`config.mk`:
```
export PLATFORM = sky130hd
export DESIGN_NAME = scss_sequencer
export DESIGN_NICKNAME = d
export VERILOG_FILES = /design/src/verilog/scss_pkg.sv /design/src/verilog/scss_sequencer.sv
export SDC_FILE = /design/constraint.sdc
export NUM_CORES = 1
export LEC_CHECK = 0
export BUFFER_PORTS_ARGS = -buffer_cell sky130_fd_sc_hd__buf_2
export CELL_PAD_IN_SITES_DETAIL_PLACEMENT = 0
export CELL_PAD_IN_SITES_GLOBAL_PLACEMENT = 1
export CORE_UTILIZATION = 30
export DETAILED_ROUTE_END_ITERATION = 7
export PLACE_DENSITY_LB_ADDON = 0.05
export SKIP_CTS_REPAIR_TIMING = 1
export SYNTH_ARGS = -nofsm -noshare
export SYNTH_HDL_FRONTEND = slang
export SYNTH_SLANG_ARGS = --single-unit
export TNS_END_PERCENT = 1
```
`constraint.sdc`:
```
create_clock -name pclk -period 2.05 [get_ports pclk]
set_input_delay 0.1025 -clock pclk [delete_from_list [all_inputs] [get_ports pclk]]
set_output_delay 0.1025 -clock pclk [all_outputs]
set_load 0.005 [all_outputs]
```
`src/verilog/scss_pkg.sv`:
```
// Purpose: constants, register map and states of the system clock switch sequencer
// Assumes: 200 MHz pclk, APB word registers at byte address = index * 4
// Notes:   oscillator clocks arrive as levels sampled on pclk
// Behaviour
// RULE1 - on internal frequency change, wait for current clock fall, then force output low
// RULE2 - after forcing low, count eight falls of requested clock, then route to it
// RULE3 - slow internal to fast internal clears stable flag, sets it after about 4 ms
// RULE4 - fast to different fast internal frequency leaves stable flag set
// RULE5 - after wake or power-on apply CPU start-up; fast internal target adds 4 ms delay
// RULE6 - CPU start-up delay lasts 5 to 10 us
// RULE7 - leaving sleep or slow internal for a crystal primary runs 1024-cycle start-up timer
// RULE8 - selecting slow internal clears primary-ready, switches over, powers primary down; code powers primary down when the hold starts, before the switch
// RULE9 - no transition selecting internal when primary is configured as slow internal; code blocks it only while running on primary
// RULE10 - entering internal-run holds phase clocks in Q1 for eight internal falls
// RULE11 - entering secondary-run clears primary-ready, stops primary, sets running after eight falls
// RULE12 - software enables secondary oscillator and waits for it before selecting it
// RULE13 - secondary disabled: select writes 01 become 00, 11 becomes 10
// RULE14 - returning to crystal primary withholds the clock until 1024 primary cycles
// RULE15 - during start-up timer keep clocking from current source
// RULE16 - primary-ready set once timer expired and clock comes from primary
// RULE17 - after start-up hold Q1 for eight primary falls, then run on primary
// RULE18 - in secondary-run, clearing secondary enable clears select bit 0
// RULE19 - secondary oscillator keeps running until the switch away completes
// RULE20 - external or RC primary: 5-10 us suspend after leaving secondary clock
// RULE21 - select encodes 00 primary, 01 secondary, 10 internal, 11 reserved
// RULE22 - frequency select 000 is 31.25 kHz, 001-110 125 kHz-4 MHz, 111 is 8 MHz
// RULE23 - no new request accepted while a transition is in progress
package scss_pkg;

	// timing
	localparam int CLK_MHZ          = 200;
	localparam int STAB_TIME_MS     = 4;
	localparam int STAB_CYCLES      = STAB_TIME_MS * 1000 * CLK_MHZ;
	localparam int CPU_START_US     = 5;
	localparam int CPU_START_CYCLES = CPU_START_US * CLK_MHZ;
	localparam int OST_CYCLES       = 1024;
	localparam int HOLD_EDGES       = 8;

	// register indices and byte addresses
	localparam logic [7:0] IDX_OSC_CTRL  = 8'h8f;
	localparam logic [7:0] IDX_TIMER_ONE = 8'h90;
	localparam logic [7:0] IDX_SEQ_CFG   = 8'h91;
	localparam logic [9:0] ADDR_OSC_CTRL  = {IDX_OSC_CTRL, 2'h0};
	localparam logic [9:0] ADDR_TIMER_ONE = {IDX_TIMER_ONE, 2'h0};
	localparam logic [9:0] ADDR_SEQ_CFG   = {IDX_SEQ_CFG, 2'h0};

	// field positions
	localparam int OSC_FREQ_LSB = 4;
	localparam int OSC_PRDY_BIT = 3;
	localparam int OSC_STAB_BIT = 2;
	localparam int OSC_SEL_LSB  = 0;
	localparam int T1_EN_BIT    = 0;
	localparam int T1_RUN_BIT   = 1;
	localparam int CFG_OSC_LSB  = 0;
	localparam int CFG_WAKE_BIT = 4;
	localparam int CFG_BUSY_BIT = 5;
	localparam int CFG_SUSP_BIT = 6;
	localparam int CFG_CUR_LSB  = 8;

	// clock source select codes
	localparam logic [1:0] SRC_PRI = 2'h0;
	localparam logic [1:0] SRC_SEC = 2'h1;
	localparam logic [1:0] SRC_INT = 2'h2;
	localparam logic [1:0] SRC_RSV = 2'h3;
	localparam logic [2:0] FREQ_SLOW = 3'h0;

	// primary oscillator configuration codes
	localparam logic [2:0] POSC_LP    = 3'h0;
	localparam logic [2:0] POSC_XT    = 3'h1;
	localparam logic [2:0] POSC_HS    = 3'h2;
	localparam logic [2:0] POSC_EC    = 3'h3;
	localparam logic [2:0] POSC_RC    = 3'h4;
	localparam logic [2:0] POSC_SLOW_INTERNAL_OSC = 3'h5;

	// reset values
	localparam logic [1:0] SEL_RESET  = SRC_PRI;
	localparam logic [2:0] FREQ_RESET = FREQ_SLOW;

	typedef enum logic [2:0] {
		ST_BOOT,
		ST_IDLE,
		ST_OST,
		ST_FALL,
		ST_HOLD,
		ST_SUSP
	} scss_state_e;

endpackage

```
`src/verilog/scss_sequencer.sv`:
```
// Purpose: clock switch sequencer with APB register access
// Assumes: oscillator inputs synchronous to pclk, one APB wait state
// Notes:   the clock output is a registered, glitch-free copy of the chosen source
`timescale 1ns/10ps
module scss_sequencer #(
	parameter int         STAB_CYCLES = scss_pkg::STAB_CYCLES,
	parameter logic [2:0] POSC_RESET  = scss_pkg::POSC_XT
) (
	input  wire logic        pclk,
	input  wire logic        presetn,
	input  wire logic        psel,
	input  wire logic        penable,
	input  wire logic        pwrite,
	input  wire logic [9:0]  paddr,
	input  wire logic [31:0] pwdata,
	output logic      [31:0] prdata,
	output logic             pready,
	output logic             pslverr,
	input  wire logic        primary_clk,
	input  wire logic        secondary_oscillator,
	input  wire logic        fast_internal_osc,
	input  wire logic        slow_internal_osc,
	output logic             clock_output_pin,
	output logic             core_hold_q1,
	output logic             cpu_suspend,
	output logic             primary_osc_on,
	output logic             secondary_osc_on
);

	typedef struct packed {
		scss_pkg::scss_state_e state;
		logic [1:0]  sel;
		logic [2:0]  freq;
		logic [2:0]  posc;
		logic        sec_en;
		logic        secondary_run_mode;
		logic        pri_rdy;
		logic        int_stable;
		logic [1:0]  cur_src;
		logic [2:0]  cur_freq;
		logic [1:0]  tgt_src;
		logic [2:0]  tgt_freq;
		logic [10:0] startup_timer;
		logic        ost_done;
		logic [10:0] dly;
		logic [19:0] stab;
		logic        need_stab;
		logic        susp_after;
		logic        prev_pri;
		logic        prev_sec;
		logic        prev_fast;
		logic        prev_slow;
		logic        clk_out;
		logic        gate;
		logic        hold_q1;
		logic        suspend;
		logic        pri_on;
		logic        sec_on;
		logic        pready;
		logic        pslverr;
		logic [31:0] prdata;
	} scss_st_s;

	scss_st_s st_ff;
	scss_st_s nxt_st;

	// crystal primaries need the start-up timer
	function automatic logic is_crystal(input logic [2:0] cfg);
		return (cfg == scss_pkg::POSC_LP) || (cfg == scss_pkg::POSC_XT) || (cfg == scss_pkg::POSC_HS);
	endfunction

	// level of the physical clock behind a source and frequency
	function automatic logic src_level(input logic [1:0] src, input logic [2:0] frq, input logic [2:0] cfg,
		input logic pri, input logic sec, input logic fst, input logic slw);
		logic lvl;
		lvl = 1'b0;
		case (src)
			scss_pkg::SRC_PRI: lvl = (cfg == scss_pkg::POSC_SLOW_INTERNAL_OSC) ? slw : pri;
			scss_pkg::SRC_SEC: lvl = sec;
			scss_pkg::SRC_INT: lvl = (frq == scss_pkg::FREQ_SLOW) ? slw : fst; // see RULE22
			default:           lvl = 1'b0;
		endcase
		return lvl;
	endfunction

	// select write: reserved code always, secondary code with the secondary disabled
	function automatic logic [1:0] fix_sel(input logic [1:0] req, input logic en);
		logic [1:0] res;
		res = req;
		if (req == scss_pkg::SRC_RSV) begin
			res = scss_pkg::SRC_INT; // see RULE13
		end else if (req == scss_pkg::SRC_SEC && !en) begin
			res = scss_pkg::SRC_PRI; // see RULE13
		end
		return res;
	endfunction

	logic cur_now;
	logic cur_fall;
	logic tgt_fall;
	logic pri_fall;
	logic need_switch;
	logic wr_go;
	logic rd_go;
	logic hit;

	// falling edges of the running, requested and primary clocks
	assign cur_now  = src_level(st_ff.cur_src, st_ff.cur_freq, st_ff.posc, primary_clk,
		secondary_oscillator, fast_internal_osc, slow_internal_osc);
	assign cur_fall = !cur_now && src_level(st_ff.cur_src, st_ff.cur_freq, st_ff.posc,
		st_ff.prev_pri, st_ff.prev_sec, st_ff.prev_fast, st_ff.prev_slow);
	assign tgt_fall = !src_level(st_ff.tgt_src, st_ff.tgt_freq, st_ff.posc, primary_clk,
		secondary_oscillator, fast_internal_osc, slow_internal_osc)
		&& src_level(st_ff.tgt_src, st_ff.tgt_freq, st_ff.posc,
		st_ff.prev_pri, st_ff.prev_sec, st_ff.prev_fast, st_ff.prev_slow);
	assign pri_fall = st_ff.prev_pri && !primary_clk;

	// does the selection differ from what runs now
	always_comb begin
		need_switch = (st_ff.sel != st_ff.cur_src)
			|| (st_ff.sel == scss_pkg::SRC_INT && st_ff.freq != st_ff.cur_freq);
		if (st_ff.sel == scss_pkg::SRC_INT && st_ff.cur_src == scss_pkg::SRC_PRI
			&& st_ff.posc == scss_pkg::POSC_SLOW_INTERNAL_OSC) begin
			need_switch = 1'b0; // see RULE9
		end
	end

	assign wr_go = psel && penable && st_ff.pready && pwrite;
	assign rd_go = psel && penable && !st_ff.pready && !pwrite;
	assign hit   = (paddr == scss_pkg::ADDR_OSC_CTRL) || (paddr == scss_pkg::ADDR_TIMER_ONE)
		|| (paddr == scss_pkg::ADDR_SEQ_CFG);

	// next state of sequencer, flags and bus slave
	always_comb begin
		nxt_st = st_ff;
		nxt_st.prev_pri  = primary_clk;
		nxt_st.prev_sec  = secondary_oscillator;
		nxt_st.prev_fast = fast_internal_osc;
		nxt_st.prev_slow = slow_internal_osc;

		// fast internal settling delay
		if (st_ff.stab != 20'h0) begin
			nxt_st.stab = st_ff.stab - 20'h1;
			if (st_ff.stab == 20'h1) begin
				nxt_st.int_stable = 1'b1; // see RULE3
			end
		end

		case (st_ff.state)
			// power-on or wake: CPU start-up with the start-up timer in parallel
			scss_pkg::ST_BOOT: begin
				nxt_st.suspend = 1'b1;
				if (st_ff.dly != 11'(scss_pkg::CPU_START_CYCLES - 1)) begin
					nxt_st.dly = st_ff.dly + 11'h1; // see RULE5, RULE6
				end
				if (!is_crystal(st_ff.posc) || st_ff.cur_src != scss_pkg::SRC_PRI) begin
					nxt_st.ost_done = 1'b1;
				end else if (pri_fall && !st_ff.ost_done) begin
					nxt_st.startup_timer = st_ff.startup_timer + 11'h1; // see RULE7
					nxt_st.ost_done = (st_ff.startup_timer == 11'(scss_pkg::OST_CYCLES - 1));
				end
				if (st_ff.dly == 11'(scss_pkg::CPU_START_CYCLES - 1) && st_ff.ost_done) begin
					nxt_st.suspend = 1'b0;
					nxt_st.state   = scss_pkg::ST_IDLE;
					nxt_st.pri_rdy = (st_ff.cur_src == scss_pkg::SRC_PRI);
					if (st_ff.cur_src == scss_pkg::SRC_INT && st_ff.cur_freq != scss_pkg::FREQ_SLOW) begin
						nxt_st.int_stable = 1'b0; // see RULE5
						nxt_st.stab = 20'(STAB_CYCLES);
					end
				end
			end
			// evaluate the latest selection only between transitions
			scss_pkg::ST_IDLE: begin
				if (need_switch) begin // see RULE23
					nxt_st.tgt_src  = st_ff.sel;
					nxt_st.tgt_freq = st_ff.freq;
					nxt_st.startup_timer      = 11'h0;
					nxt_st.need_stab = st_ff.sel == scss_pkg::SRC_INT && st_ff.freq != scss_pkg::FREQ_SLOW
						&& !(st_ff.cur_src == scss_pkg::SRC_INT && st_ff.cur_freq != scss_pkg::FREQ_SLOW);
					nxt_st.susp_after = st_ff.sel == scss_pkg::SRC_PRI && st_ff.cur_src == scss_pkg::SRC_SEC
						&& (st_ff.posc == scss_pkg::POSC_EC || st_ff.posc == scss_pkg::POSC_RC);
					if (st_ff.sel != scss_pkg::SRC_PRI) begin
						nxt_st.pri_rdy = 1'b0; // see RULE8, RULE11
					end
					if (st_ff.sel == scss_pkg::SRC_PRI && is_crystal(st_ff.posc)) begin
						nxt_st.state = scss_pkg::ST_OST; // see RULE14
					end else begin
						nxt_st.state = scss_pkg::ST_FALL;
					end
				end
			end
			// primary starting up, old clock still drives the core
			scss_pkg::ST_OST: begin
				if (pri_fall) begin
					nxt_st.startup_timer = st_ff.startup_timer + 11'h1; // see RULE15
					if (st_ff.startup_timer == 11'(scss_pkg::OST_CYCLES - 1)) begin
						nxt_st.state = scss_pkg::ST_FALL; // see RULE14
					end
				end
			end
			// force the output low at a fall of the running clock
			scss_pkg::ST_FALL: begin
				if (cur_fall) begin
					nxt_st.gate    = 1'b0; // see RULE1
					nxt_st.hold_q1 = 1'b1;
					nxt_st.startup_timer     = 11'h0;
					nxt_st.state   = scss_pkg::ST_HOLD;
					if (st_ff.need_stab) begin
						nxt_st.int_stable = 1'b0; // see RULE3
						nxt_st.stab = 20'h0;
					end
				end
			end
			// count falls of the requested clock, then hand over
			scss_pkg::ST_HOLD: begin
				if (tgt_fall) begin
					nxt_st.startup_timer = st_ff.startup_timer + 11'h1;
					if (st_ff.startup_timer == 11'(scss_pkg::HOLD_EDGES - 1)) begin
						nxt_st.cur_src  = st_ff.tgt_src; // see RULE2, RULE10, RULE17
						nxt_st.cur_freq = st_ff.tgt_freq;
						nxt_st.gate     = 1'b1;
						nxt_st.hold_q1  = 1'b0;
						nxt_st.secondary_run_mode  = (st_ff.tgt_src == scss_pkg::SRC_SEC); // see RULE11
						nxt_st.pri_rdy  = (st_ff.tgt_src == scss_pkg::SRC_PRI); // see RULE16
						if (st_ff.need_stab) begin
							nxt_st.stab = 20'(STAB_CYCLES); // see RULE3
						end else if (st_ff.tgt_src == scss_pkg::SRC_INT && st_ff.tgt_freq != scss_pkg::FREQ_SLOW) begin
							nxt_st.int_stable = 1'b1; // see RULE4
						end
						nxt_st.dly   = 11'h0;
						nxt_st.suspend = st_ff.susp_after; // see RULE20
						nxt_st.state = st_ff.susp_after ? scss_pkg::ST_SUSP : scss_pkg::ST_IDLE;
					end
				end
			end
			// CPU start-up suspend after leaving the secondary clock
			scss_pkg::ST_SUSP: begin
				nxt_st.suspend = 1'b1; // see RULE20
				nxt_st.dly = st_ff.dly + 11'h1;
				if (st_ff.dly == 11'(scss_pkg::CPU_START_CYCLES - 1)) begin
					nxt_st.suspend = 1'b0;
					nxt_st.state   = scss_pkg::ST_IDLE;
				end
			end
			default: begin
				nxt_st.state = scss_pkg::ST_IDLE;
			end
		endcase

		// apb: one wait state, then the write lands and read data is shown
		nxt_st.pready  = psel && penable && !st_ff.pready;
		nxt_st.pslverr = psel && penable && !st_ff.pready && !hit;
		if (rd_go) begin
			nxt_st.prdata = 32'h0;
			if (paddr == scss_pkg::ADDR_OSC_CTRL) begin
				nxt_st.prdata[scss_pkg::OSC_FREQ_LSB +: 3] = st_ff.freq;
				nxt_st.prdata[scss_pkg::OSC_PRDY_BIT]      = st_ff.pri_rdy;
				nxt_st.prdata[scss_pkg::OSC_STAB_BIT]      = st_ff.int_stable;
				nxt_st.prdata[scss_pkg::OSC_SEL_LSB +: 2]  = st_ff.sel;
			end else if (paddr == scss_pkg::ADDR_TIMER_ONE) begin
				nxt_st.prdata[scss_pkg::T1_EN_BIT]  = st_ff.sec_en;
				nxt_st.prdata[scss_pkg::T1_RUN_BIT] = st_ff.secondary_run_mode;
			end else if (paddr == scss_pkg::ADDR_SEQ_CFG) begin
				nxt_st.prdata[scss_pkg::CFG_OSC_LSB +: 3]  = st_ff.posc;
				nxt_st.prdata[scss_pkg::CFG_BUSY_BIT]      = (st_ff.state != scss_pkg::ST_IDLE);
				nxt_st.prdata[scss_pkg::CFG_SUSP_BIT]      = st_ff.suspend;
				nxt_st.prdata[scss_pkg::CFG_CUR_LSB +: 2]  = st_ff.cur_src;
			end
		end
		if (wr_go && paddr == scss_pkg::ADDR_OSC_CTRL) begin
			nxt_st.freq = pwdata[scss_pkg::OSC_FREQ_LSB +: 3];
			nxt_st.sel  = fix_sel(pwdata[scss_pkg::OSC_SEL_LSB +: 2], st_ff.sec_en); // see RULE13, RULE21
		end
		if (wr_go && paddr == scss_pkg::ADDR_TIMER_ONE) begin
			nxt_st.sec_en = pwdata[scss_pkg::T1_EN_BIT];
			if (!pwdata[scss_pkg::T1_EN_BIT] && st_ff.sel == scss_pkg::SRC_SEC) begin
				nxt_st.sel = {st_ff.sel[1], 1'b0}; // see RULE18
			end
		end
		if (wr_go && paddr == scss_pkg::ADDR_SEQ_CFG) begin
			nxt_st.posc = pwdata[scss_pkg::CFG_OSC_LSB +: 3];
			if (pwdata[scss_pkg::CFG_WAKE_BIT] && st_ff.state == scss_pkg::ST_IDLE) begin
				nxt_st.state    = scss_pkg::ST_BOOT; // see RULE5
				nxt_st.suspend  = 1'b1; // see RULE6
				nxt_st.dly      = 11'h0;
				nxt_st.startup_timer      = 11'h0;
				nxt_st.ost_done = 1'b0;
			end
		end

		// oscillator power: the secondary stays up until the handover, the primary stops when the hold starts
		nxt_st.pri_on = (st_ff.cur_src == scss_pkg::SRC_PRI)
			? !(nxt_st.state == scss_pkg::ST_HOLD && st_ff.tgt_src != scss_pkg::SRC_PRI) // see RULE8, RULE11
			: (nxt_st.state != scss_pkg::ST_IDLE && st_ff.tgt_src == scss_pkg::SRC_PRI);
		nxt_st.sec_on = nxt_st.sec_en || (nxt_st.cur_src == scss_pkg::SRC_SEC) // see RULE19
			|| (nxt_st.state != scss_pkg::ST_IDLE && st_ff.tgt_src == scss_pkg::SRC_SEC); // see RULE12
		nxt_st.clk_out = st_ff.gate && cur_now;
	end

	// single state register
	always_ff @(posedge pclk or negedge presetn) begin
		if (!presetn) begin
			st_ff          <= '0;
			st_ff.state    <= scss_pkg::ST_BOOT;
			st_ff.sel      <= scss_pkg::SEL_RESET;
			st_ff.freq     <= scss_pkg::FREQ_RESET;
			st_ff.posc     <= POSC_RESET;
			st_ff.cur_src  <= scss_pkg::SRC_PRI;
			st_ff.cur_freq <= scss_pkg::FREQ_RESET;
			st_ff.tgt_src  <= scss_pkg::SRC_PRI;
			st_ff.gate     <= 1'b1;
			st_ff.suspend  <= 1'b1;
			st_ff.pri_on   <= 1'b1;
		end else begin
			st_ff <= nxt_st;
		end
	end

	assign prdata           = st_ff.prdata;
	assign pready           = st_ff.pready;
	assign pslverr          = st_ff.pslverr;
	assign clock_output_pin = st_ff.clk_out;
	assign core_hold_q1     = st_ff.hold_q1;
	assign cpu_suspend      = st_ff.suspend;
	assign primary_osc_on   = st_ff.pri_on;
	assign secondary_osc_on = st_ff.sec_on;

endmodule

```
==> reports/metrics.csv <==
metric;value;unit
row count;48;
CP Max Fanout;4;
sw power;2220;uW
Final GP Congestion;0.842;
DRC;0;
setup slack after layout;-0.224;ns
Ports;90;
Worst-Margin Slew;0.630;ns
Combinational Power Share;37.9;%
count leader, synth;dfrtp_1;
CTS tree;yes;
synth warn;0;
Crit Path Category;register to register;
Via density;4.95;
fin nets;807;
Ant. Diodes;0;
Area contributors post-synth;dfrtp_1, buf_4, nand2_1, nor2_1, o21ai_0;
CTS HTree Levels;3;
routed len/inst;16.4;um
Reg clk slew, reported paths;0.07;ns
vias in the first global route;4864;
most instantiated cells after synthesis;dfrtp_1, nand2_1, nor2_1;
antenna viol nets, final;0;
mean post-synth cell area;9.05;um^2
Synth Register Bits;91;
worst vdd ir;0.484;mV
dominant synthesized flop cell;dfrtp_1;
DRT iter0 DRCs;255;
worst hold path type;primary input to register;
mapped cell area;5300;um^2
Max Slew Vio Count;0;
Layout area overhead;35.8;%
cts bufs inserted;9;
delay of the slowest cell on the worst path;0.41;ns
first-pass GRT wire length;26000;um
grt ovf;0;
violated checks;hold timing, setup timing;
Worst Skew;0.00755;ns
gr usage total;18.5;%
hold slack final;-0.0143;ns
Rel. slew slack;58.0;%
CTS root buf;clkbuf_16;
crit path cell chain;or3_1 > o211ai_1 > buf_4 > o2111ai_1 > o211ai_2 > o311a_1 > a21oi_1 > a22o_1;
sequential area share after synthesis;43.0;%
die span in x;135;um
Clock Tree Buf Depth;2;
Fmax;440;MHz
Synth cell types;78;
pwr/cell area;871;nW/um^2
Clock Power Share;27.3;%
Tcrit/Tclk final;111;%
Initial Util;30.7;%
post-synth top area cell;dfrtp_1;
final setup fails;52;
RSZ-0062 raised after global routing;true;
largest net degree at the start of global routing;39;
sw frac;35.4;%
filler instances;1745;
WP data required;2.30;ns
total power;6270;uW
routed vias;4859;
status;finished, violations left;
Die Height;135;um
fraction of layout cells with a size suffix above 1;35.3;%
Leakage Power;0.00325;uW
crit start category;register;
CP Capture Type;register;
Max Cap Viol;0;
Fin. Hold Viols;2;
ys async rst share;100;%
Int Power;4050;uW
port bufs;40;
drt first pass iters;5;
share of the synthesized area in the top cell type;41.0;%
critical path arrival;2.52;ns
post-route minimum period;2.27;ns
crit path max-delay cell type;or3_1;
Post-Synthesis Cells;586;
initial antenna violation count;0;
Flop pwr share;34.8;%
die footprint;18200;um^2
number of flops mapped to enable cells by yosys;0;
total routed wirelength;16000;um
Post-DP HPWL;12300;um
worst-skew pair later-pin latency;0.35;ns
Core Footprint;17300;um^2
Clock Sinks;91;
-- power groups by stage --
stage,Combinational (uW),Clock [uW],Sequential (uW)
6_report,2370,1710,2180
5_1_grt,2620,1830,2210
4_1_cts,2260,1770,2180
3_5_place_dp,2240,0,2210
3_3_place_gp,2240,0,2210
2_1_floorplan,1300,0,2160
-- cell families after synthesis --
family / count (synthesis) / synth area share (%)
simple gates: 240 / 23.6
compound gates: 138 / 17.4
flops: 91 / 43.0
buf+inv: 71 / 7.43
xor+xnor: 24 / 3.96
mux: 16 / 3.33
fa+ha+maj: 5 / 1.18
other cells: 1 / 0.0707
-- layout by cell type (no fill, tap or decap), types with 6 or more instances in the layout --
cell type and instances:
a21oi_1 27, o21ai_0 29, buf_2 39, o21ai_1 9
a31oi_1 7, nand4_1 6, xnor2_1 16, xor2_1 8
nor2_1 54, dfrtp_1 87, nor4_1 12, buf_4 135
and3_1 7, nor3_1 16, mux2_2 13, nand2_1 60
nand3_1 22, nand2b_1 6, clkbuf_16 9, conb_1 23
inv_1 18
-- worst max-delay path: cells and delay by family, from the launching register on --
| kind | cells | cell delay (ns) |
|---|---|---|
| AO/OA/AOI/OAI | 6 | 1.19 |
| buffers and inverters | 1 | 0.16 |
| flip-flops | 1 | 0.40 |
| AND/OR/NAND/NOR | 1 | 0.41 |
-- path summary, 6_finish.rpt --
path / startpoint / to / slack, ns / cells past startpoint
max: st_ff[95] / st_ff[86] / -0.22 / 8
min: pwdata[6] / st_ff[108] / -0.01 / 2
max reg2reg: st_ff[95] / st_ff[86] / -0.22 / 8
min reg2reg: core_hold_q1 / core_hold_q1 / 0.49 / 1
max in group asynchronous: presetn / st_ff[65] / 1.09 / 3
min in group asynchronous: presetn / prdata[9] / 0.27 / 2
-- stage by stage --
step                instance area, um^2  setup TNS [ns]  setup WS (ns)  utilization, %  cells
floorplan                          5460          -0.351        -0.0353               -    608
global placement                   6650           -7.65         -0.233            38.4    955
detailed placement                 6650          -10.47         -0.333            38.4    955
CTS                                6950          -11.57         -0.357            40.2    971
global route                       7200          -12.46         -0.304            41.6    981
finish                             7200           -6.08         -0.224            41.6    981
-- state kept, by name, indices dropped and copies added (netlist names) --
| register | flops |
|---|---|
| st_ff | 75 |
| prdata | 9 |
| clock_output_pin | 1 |
| core_hold_q1 | 1 |
| cpu_suspend | 1 |
| pready | 1 |
| primary_osc_on | 1 |
| pslverr | 1 |
| secondary_osc_on | 1 |
-- layer usage --
layer | global-route usage (%) | vias up | share of wire (%)
met1 | 25.2 | 2384 | 48
met4 | 6.62 | 0 | 1.7
met3 | 2.55 | 15 | 3.0
li1 | - | 2395 | -
met5 | 0 | - | 0
met2 | 29.7 | 65 | 47
-- layout make-up --
| class | instances | area [um^2] | area share, % |
|---|---|---|---|
| inverters | 20 | 75.1 | 1.04 |
| clock inverters | 7 | 76.3 | 1.06 |
| well taps | 225 | 282 | 3.91 |
| clock buffers | 9 | 225 | 3.13 |
| repair buffers | 183 | 1320 | 18.3 |
| multi-input cells | 446 | 2940 | 40.8 |
| flip-flops and latches | 91 | 2280 | 31.7 |
No activity file was read; power rests on OpenSTA's default activity.
